--- config.mk ---
export PLATFORM = sky130hd
export DESIGN_NAME = sonar_device_flat
export DESIGN_NICKNAME = d
export VERILOG_FILES = /design/src/pkg/sonar_pkg.sv /design/src/pkg/sonar_if.sv /design/src/rtl/sonar_device.sv /design/src/flat_wrapper.sv
export SDC_FILE = /design/constraint.sdc
export NUM_CORES = 1
export LEC_CHECK = 0
export BUFFER_PORTS_ARGS = -buffer_cell sky130_fd_sc_hd__clkbuf_2
export CAP_MARGIN = 30
export CORE_MARGIN = 2
export CORE_UTILIZATION = 40
export CTS_CLUSTER_SIZE = 25
export DETAILED_ROUTE_END_ITERATION = 10
export GPL_TIMING_DRIVEN = 0
export SLEW_MARGIN = 30
export SYNTH_ARGS = -nofsm -noshare
export SYNTH_HDL_FRONTEND = slang
export SYNTH_SLANG_ARGS = --single-unit
--- constraint.sdc ---
create_clock -name clk_i -period 12.8 [get_ports clk_i]
set_clock_uncertainty 0.05 [all_clocks]
set_input_delay 3.84 -clock clk_i [delete_from_list [all_inputs] [get_ports clk_i]]
set_output_delay 3.84 -clock clk_i [all_outputs]
set_load 0.05 [all_outputs]
--- src/pkg/sonar_pkg.sv ---
package sonar_pkg;
  // Clock rate and derived counts
  localparam int unsigned CLK_HZ          = 100_000_000;
  localparam int unsigned CLK_NS          = 10;
  // Transmit burst: 16 pulses at 49.4 kHz (half period in cycles)
  localparam int unsigned BURST_HZ_X10    = 494_000;
  localparam int unsigned BURST_PULSES    = 16;
  localparam int unsigned HALF_PERIOD_CYC = (CLK_HZ * 10) / (2 * BURST_HZ_X10);
  // Blanking 2.38 ms, in microseconds
  localparam int unsigned BLANK_US        = 2380;
  localparam int unsigned BLANK_CYC       = BLANK_US * 100;
  // Gain reaches maximum at 38 ms
  localparam int unsigned GAIN_MAX_MS     = 38;
  localparam int unsigned GAIN_MAX_CYC    = GAIN_MAX_MS * 100_000;
  localparam int unsigned GAIN_STEPS      = 8;
  localparam int unsigned GAIN_W          = 3;
  // Host timing: power-up wait 5 ms, clear pulse 0.44 ms, 0.9 ms per foot
  localparam int unsigned POWERUP_MS      = 5;
  localparam int unsigned POWERUP_CYC     = POWERUP_MS * 100_000;
  localparam int unsigned CLEAR_US        = 440;
  localparam int unsigned CLEAR_CYC       = CLEAR_US * 100;
  localparam int unsigned US_PER_FOOT     = 900;
  localparam int unsigned CYC_PER_FOOT    = US_PER_FOOT * 100;
  localparam int unsigned CNT_W           = 32;
endpackage

--- src/pkg/sonar_if.sv ---
`timescale 1ns/1ps
interface sonar_if;
  logic trigger;               // Measurement trigger, host to device
  logic echo_clear_in;         // Re-arm detection, host to device
  logic blanking_override_in;  // End blanking early, host to device
  logic echo;                  // Return-detect, device to host
  modport device (input trigger, input echo_clear_in, input blanking_override_in, output echo);
  modport host   (output trigger, output echo_clear_in, output blanking_override_in, input echo);
endinterface

--- src/rtl/sonar_device.sv ---
`timescale 1ns/1ps
// Notes on behaviour
// Echo output high when return detected
// Echo delay from trigger tracks distance
// Host converts delay at 0.9 ms/foot; sonar_host reports cycles only
// Host lowers trigger before next rise
// Clear pulse re-arms echo output
// Host holds clear at least 0.44 ms
// Gain rises in discrete timed steps
// Maximum gain at 38 ms, then held
// Sixteen 49.4 kHz pulses then bias
// Receive ignored 2.38 ms after trigger
// Override ends blanking immediately
// Host waits 5 ms after power-up
// Trigger low clears echo, restarts gain
module sonar_device #(
  parameter int unsigned BLANK_CYCLES = sonar_pkg::BLANK_CYC,
  parameter int unsigned GAIN_CYCLES  = sonar_pkg::GAIN_MAX_CYC
) (
  input  wire logic                       clk_i,
  input  wire logic                       rst_i,
  sonar_if.device                         link,
  input  wire logic                       receive_input_i,
  output logic                            transducer_drive_o,
  output logic [sonar_pkg::GAIN_W-1:0]    gain_o
);
  import sonar_pkg::*;

  typedef enum logic [1:0] {
    ST_IDLE   = 2'b00,
    ST_BURST  = 2'b01,
    ST_LISTEN = 2'b10
  } dev_state_t;

  localparam int unsigned STEP_CYC = GAIN_CYCLES / (GAIN_STEPS - 1); // Cycles per gain step

  // Phase and burst group
  dev_state_t        state, next_state;     // Cycle phase
  logic              trig_d, next_trig_d;   // Trigger delayed, for edge
  logic [CNT_W-1:0]  half, next_half;       // Half-period counter
  logic [4:0]        edges, next_edges;     // Burst half-cycles done
  logic              drive, next_drive;     // Transducer level
  // Timing group
  logic [CNT_W-1:0]  tcount, next_tcount;   // Cycles since trigger rise
  logic              blank, next_blank;     // Receive blanking active
  logic [GAIN_W-1:0] gain, next_gain;       // Gain setting
  // Detection group
  logic              echo, next_echo;       // Echo output level
  logic              armed, next_armed;     // Detection armed
  // Shared by all groups
  logic              start_seen;            // Fresh trigger rise while idle

  // Count at which gain leaves a level; seven steps so that
  // the top level lands on GAIN_CYCLES, not one step short
  function automatic logic [CNT_W-1:0] step_end(input logic [GAIN_W-1:0] level);
    return CNT_W'(STEP_CYC) * (CNT_W'(level) + CNT_W'(1)) - CNT_W'(1);
  endfunction

  // A rise counts only after trigger was seen low; trig_d resets high
  // so a trigger already high at reset release cannot start a cycle
  assign start_seen = (state == ST_IDLE) && link.trigger && !trig_d;

  // Phase and burst: next values
  always_comb begin
    next_state  = state;
    next_trig_d = link.trigger;
    next_half   = half;
    next_edges  = edges;
    next_drive  = drive;
    if (!link.trigger) begin
      // Trigger low aborts; transducer back to bias
      next_state = ST_IDLE;
      next_drive = 1'b0;
    end else begin
      case (state)
        ST_IDLE: begin
          // Rising edge starts the burst on a high half-period
          if (start_seen) begin
            next_state = ST_BURST;
            next_drive = 1'b1;
            next_half  = '0;
            next_edges = '0;
          end
        end
        ST_BURST: begin
          // Toggle each half period, 32 half-cycles make 16 pulses
          if (half == CNT_W'(HALF_PERIOD_CYC - 1)) begin
            next_half = '0;
            if (edges == 5'(2 * BURST_PULSES - 1)) begin
              // Last half-period done; rest at receive bias
              next_state = ST_LISTEN;
              next_drive = 1'b0;
            end else begin
              // Next half-period, opposite level
              next_edges = edges + 5'd1;
              next_drive = ~drive;
            end
          end else begin
            // Still inside the half-period
            next_half = half + CNT_W'(1);
          end
        end
        ST_LISTEN: begin
          // Burst over; drive stays at bias until trigger falls
          next_drive = 1'b0;
        end
        default: begin
          // Unused code; fall back to idle at bias
          next_state = ST_IDLE;
          next_drive = 1'b0;
        end
      endcase
    end
  end

  // Phase and burst: registers
  always_ff @(posedge clk_i) begin
    if (rst_i) begin
      state  <= ST_IDLE;
      trig_d <= 1'b1;   // Forces a fresh low before first cycle
      half   <= '0;
      edges  <= '0;
      drive  <= 1'b0;
    end else begin
      state  <= next_state;
      trig_d <= next_trig_d;
      half   <= next_half;
      edges  <= next_edges;
      drive  <= next_drive;
    end
  end

  // Timing: age of the cycle, blanking and gain steps
  always_comb begin
    next_tcount = tcount;
    next_blank  = blank;
    next_gain   = gain;
    if (!link.trigger) begin
      // Trigger low restarts the gain ramp from the bottom
      next_tcount = '0;
      next_blank  = 1'b1;
      next_gain   = '0;
    end else if (start_seen) begin
      // New cycle: count from zero, receiver blanked
      next_tcount = '0;
      next_blank  = 1'b1;
    end else if (state != ST_IDLE) begin
      // Saturates so a very long wait cannot wrap and restep gain
      if (tcount != '1) begin
        next_tcount = tcount + CNT_W'(1);
      end
      // Blanking expires on time or on host override
      if (tcount >= CNT_W'(BLANK_CYCLES - 1) || link.blanking_override_in) begin
        next_blank = 1'b0;
      end
      // One step at each fixed time, then held at the top
      if (gain != GAIN_W'(GAIN_STEPS - 1) && tcount == step_end(gain)) begin
        next_gain = gain + GAIN_W'(1);
      end
    end
  end

  // Timing: registers
  always_ff @(posedge clk_i) begin
    if (rst_i) begin
      tcount <= '0;
      blank  <= 1'b1;
      gain   <= '0;
    end else begin
      tcount <= next_tcount;
      blank  <= next_blank;
      gain   <= next_gain;
    end
  end

  // Detection: echo flag and re-arm after a clear pulse
  always_comb begin
    next_echo  = echo;
    next_armed = armed;
    if (!link.trigger) begin
      // Trigger low drops the echo, ready for the next cycle
      next_echo  = 1'b0;
      next_armed = 1'b0;
    end else if (start_seen) begin
      // Fresh cycle starts armed
      next_armed = 1'b1;
    end else if (state != ST_IDLE) begin
      // Clear wins over a return in the same cycle; the cycle
      // after its release is still refused while re-arming
      if (link.echo_clear_in) begin
        next_echo  = 1'b0;
        next_armed = 1'b0;
      end else if (!armed) begin
        next_armed = 1'b1;
      end
      // Detection only after burst, outside blanking, while armed
      if (state == ST_LISTEN && !blank && armed && !link.echo_clear_in && receive_input_i) begin
        next_echo = 1'b1;
      end
    end
  end

  // Detection: registers
  always_ff @(posedge clk_i) begin
    if (rst_i) begin
      echo  <= 1'b0;
      armed <= 1'b0;
    end else begin
      echo  <= next_echo;
      armed <= next_armed;
    end
  end

  // Outputs straight from their flops
  assign link.echo          = echo;
  assign transducer_drive_o = drive;
  assign gain_o             = gain;
endmodule

--- src/flat_wrapper.sv ---
// flat-port wrapper written by rule: the top's interface ports become plain ports
module sonar_device_flat import sonar_pkg::*;
#(
  parameter int unsigned BLANK_CYCLES = sonar_pkg::BLANK_CYC,
  parameter int unsigned GAIN_CYCLES  = sonar_pkg::GAIN_MAX_CYC
)
  (clk_i, rst_i, receive_input_i, transducer_drive_o, gain_o, link_trigger, link_echo_clear_in, link_blanking_override_in, link_echo);
  sonar_if link_i ();
  input  wire logic clk_i;
  input  wire logic rst_i;
  input  wire logic receive_input_i;
  output logic transducer_drive_o;
  output logic [sonar_pkg::GAIN_W-1:0] gain_o;
  input wire logic [$bits(link_i.trigger)-1:0] link_trigger;
  input wire logic [$bits(link_i.echo_clear_in)-1:0] link_echo_clear_in;
  input wire logic [$bits(link_i.blanking_override_in)-1:0] link_blanking_override_in;
  output wire logic [$bits(link_i.echo)-1:0] link_echo;
  assign link_i.trigger = link_trigger;
  assign link_i.echo_clear_in = link_echo_clear_in;
  assign link_i.blanking_override_in = link_blanking_override_in;
  assign link_echo = link_i.echo;
  sonar_device #(.BLANK_CYCLES(BLANK_CYCLES), .GAIN_CYCLES(GAIN_CYCLES)) u_core (.clk_i(clk_i), .rst_i(rst_i), .link(link_i), .receive_input_i(receive_input_i), .transducer_drive_o(transducer_drive_o), .gain_o(gain_o));
endmodule
==> results_dict.tcl <==
set metrics [dict create \
    status "finished, final reports clean" \
    clock_path_buffers 2 \
    port_buffers 10 \
    first_iter_violations 348 \
    grt_max_degree 15 \
    antenna_found_initial 1 \
    synth_async_sr_flop_share_pct 0 \
    crit_chain "clkbuf_2 -> nand2b_1 -> or4_1 -> nor3_1 -> nand2b_1 -> nor2_1 -> and4_1 -> nand4_1 -> xor2_1 -> nor2_1" \
    final_area_mm2 0.006062 \
    syn-cell-area_mm2 0.005448 \
    synth.area.top_cells "dfxtp_1 (29%), xor2_1 (8.5%), nor2_1 (6.8%), xnor2_1 (5.9%), ha_1 (4.6%)" \
    period_share_pct 47.50 \
    cp.required_ns 12.97 \
    avgViaCountPerCell 5.752 \
    tritoncts "done" \
    root_buffer "clkbuf_16" \
    cts_buffers 9 \
    postCtsSetupRepairBufs 0 \
    cpLargestDelayFamily "simple AND/OR/NAND/NOR gates" \
    syn_avg_cell_area_um2 7.918 \
    synthCells 688 \
    grt_pass1_vias 4912 \
    ys_ff_latch 79 \
    finalHoldViolations 0 \
    drive_gt1_share_pct 7.153 \
    initial_core_util_pct 40.97 \
    coreArea_mm2 0.01330 \
    synth-warning-count 0 \
    antenna_left 0 \
    synthFlopType "dfxtp_1" \
    max_freq_ghz 0.1645 \
    die_w_um 120.7 \
    synthDistinctLibCells 69 \
    ctsHoldBuffers 0 \
    dp_hpwl_um 11320 \
    rsz0062_at_grt "false" \
    drc 0 \
    routabilityCongestion 0.9444 \
    synth_common_cells "nor2_1 (98), dfxtp_1 (79), nand2_1 (54)" \
    crit_path_end_kind "flip-flop" \
    first_pass_iters 4 \
    grt_first_pass_wirelength_um 24520 \
    nFillCells 1324 \
    rows 42 \
    cp_data_arrival_time_ns 6.25 \
    ys_seq_area_share_pct 29.03 \
    synth_top_area_share_pct 29.03 \
    place_area_mm2 0.005718 \
    tightestPinTransition_ns 0.8380 \
    overflow 0 \
    final_nets 735 \
    drv_slew 0 \
    vias 5119 \
    routed_wl_um 14890 \
    crit_path_start_kind "primary input" \
    h-tree-depth 3 \
    area_growth_pct 11.28 \
    die_h_um 120.7 \
    syn_nets 714 \
    gr-usage-all-layers_pct 21.09 \
    cp_max_fo 5 \
    cap_violations 0 \
    setup_tns_ns 0 \
    die_area_mm2 0.01457 \
    pin_count 11 \
    slowest_stage "or4_1" \
    clk_pin_slew_worst_paths_ns 0.06 \
    critPathMaxStageDelay_ns 0.60 \
    cts_sinks 79 \
    synth_area_leader_cell "dfxtp_1" \
    slew-limit-headroom_pct 43.66 \
    critical_path_class "in2reg" \
    synth_edf_count 0 \
    finalSetupViolCount 0 \
    path_buf_inv 1 \
    holdCritPathClass "reg2reg" \
    post_cts_resized 0 \
    irDropWorstVdd_mv 0.07633 \
    p_per_area_mw_per_mm2 92.35 \
    min_period_ns 6.080 \
    leakage_nw 2.192 \
    wl_per_cell_um 16.73 \
    yosysMostFrequentCell "nor2_1" \
    clkLatencyLatePin_ns 0.34 \
]
[per-stage QoR]
step / utilization, % / power [W] / hold slack (ns) / worst slack (ns) / std cells
5_1_grt: 45.58 / 0.0005795 / 0.4556 / 6.530 / 889
4_1_cts: 45.58 / 0.0005665 / 0.4297 / 6.736 / 889
3_3_place_gp: 43.01 / 0.0002680 / 0.4022 / 6.346 / 874
2_1_floorplan: - / 0.0002632 / 0.3767 / 6.964 / 688
3_5_place_dp: 43.01 / 0.0002684 / 0.4207 / 6.415 / 874
6_report: 45.60 / 0.0005598 / 0.4345 / 6.720 / 890
[cells by family after synthesis]
kind of cell	count (synthesis)	synth area share (%)
AO/OA/AOI/OAI	117	14.24
XOR/XNOR	95	16.61
AND/OR/NAND/NOR	317	29.65
buffers and inverters	49	3.789
flip-flops	79	29.03
adder cells (fa/ha/maj)	23	5.145
multiplexers	8	1.539
[final cells by class]
type	count	area, µm²	share of cell area (%)
repair buffers	10	50.05	0.8256
clock inverters	6	116.4	1.920
well taps	176	220.2	3.633
flip-flops and latches	79	1582	26.09
plain buffers	30	135.1	2.229
diodes	1	2.502	0.04128
clock buffers	9	225.2	3.715
inverters	19	71.32	1.176
multi-input cells	560	3660	60.37
[worst min-delay path, cell delays in order, from the launching register on]
cell and delay [ns]:
dfxtp_1 0.31, nand2b_1 0.07, a21oi_1 0.06
[report_power, final]
group	leakage (nW)	switching (W)	total [W]	internal [W]
clock	0.166	0.000106	0.000297	0.000191
combinational	1.39	0.0000106	0.0000151	0.00000454
sequential	0.637	0.000000776	0.000248	0.000247
total	2.19	0.000117	0.000560	0.000442
[worst paths after layout]
path,from,to,slack (ns),depth (start not counted)
hold reg to reg,u_core.edges[4]$_SDFFE_PP0P_,u_core.edges[4]$_SDFFE_PP0P_,0.43,2
setup reg to reg,u_core.gain_o[1]$_SDFFE_PP0P_,u_core.gain_o[1]$_SDFFE_PP0P_,7.15,18
setup / recovery,link_trigger,u_core.half[31]$_SDFFE_PP0P_,6.72,10
hold / removal,u_core.edges[4]$_SDFFE_PP0P_,u_core.edges[4]$_SDFFE_PP0P_,0.43,2
[metal layers]
metal | track usage [%] | part of all wire (%) | up-vias
li1 | - | - | 2498
met1 | 26.65 | 45 | 2433
met3 | 5.330 | 5.7 | 32
met2 | 34.60 | 47 | 156
met4 | 7.849 | 2.7 | 0
met5 | 0 | 0 | -
[registers in the layout, indices dropped and copies added, names as in the netlist]
signal                     count
u_core.transducer_drive_o      1
u_core.state                   2
u_core.gain_o                  3
u_core.link.echo               1
u_core.tcount                 32
u_core.trig_d                  1
u_core.half                   32
u_core.armed                   1
u_core.edges                   5
u_core.blank                   1
[cell usage in the layout (no fill, tap or decap), types with 4 or more instances in the layout]
| cell | synthesis | layout |
|---|---|---|
| and3_1 | 17 | 17 |
| nand2b_1 | 10 | 10 |
| ha_1 | 20 | 20 |
| nand2_1 | 54 | 54 |
| a21oi_1 | 37 | 37 |
| buf_1 | 5 | 5 |
| a21o_1 | 9 | 9 |
| or3_1 | 10 | 10 |
| or2_2 | 4 | 4 |
| a211oi_1 | 8 | 8 |
| clkbuf_1 | 19 | 19 |
| mux2i_1 | 5 | 5 |
| clkbuf_16 | 0 | 9 |
| nor4_1 | 11 | 11 |
| xnor2_1 | 37 | 37 |
| nor2_1 | 98 | 98 |
| and4_1 | 9 | 9 |
| dfxtp_1 | 79 | 79 |
| nand4_1 | 26 | 26 |
| a31oi_1 | 9 | 9 |
| nor2b_1 | 7 | 7 |
| clkbuf_2 | 0 | 10 |
| inv_1 | 18 | 18 |
| nand3_1 | 35 | 35 |
| nor3_1 | 17 | 17 |
| o31ai_1 | 7 | 7 |
| xor2_1 | 53 | 53 |
| o21ai_0 | 16 | 16 |
Note: power is estimated with default switching activity, not from simulation.
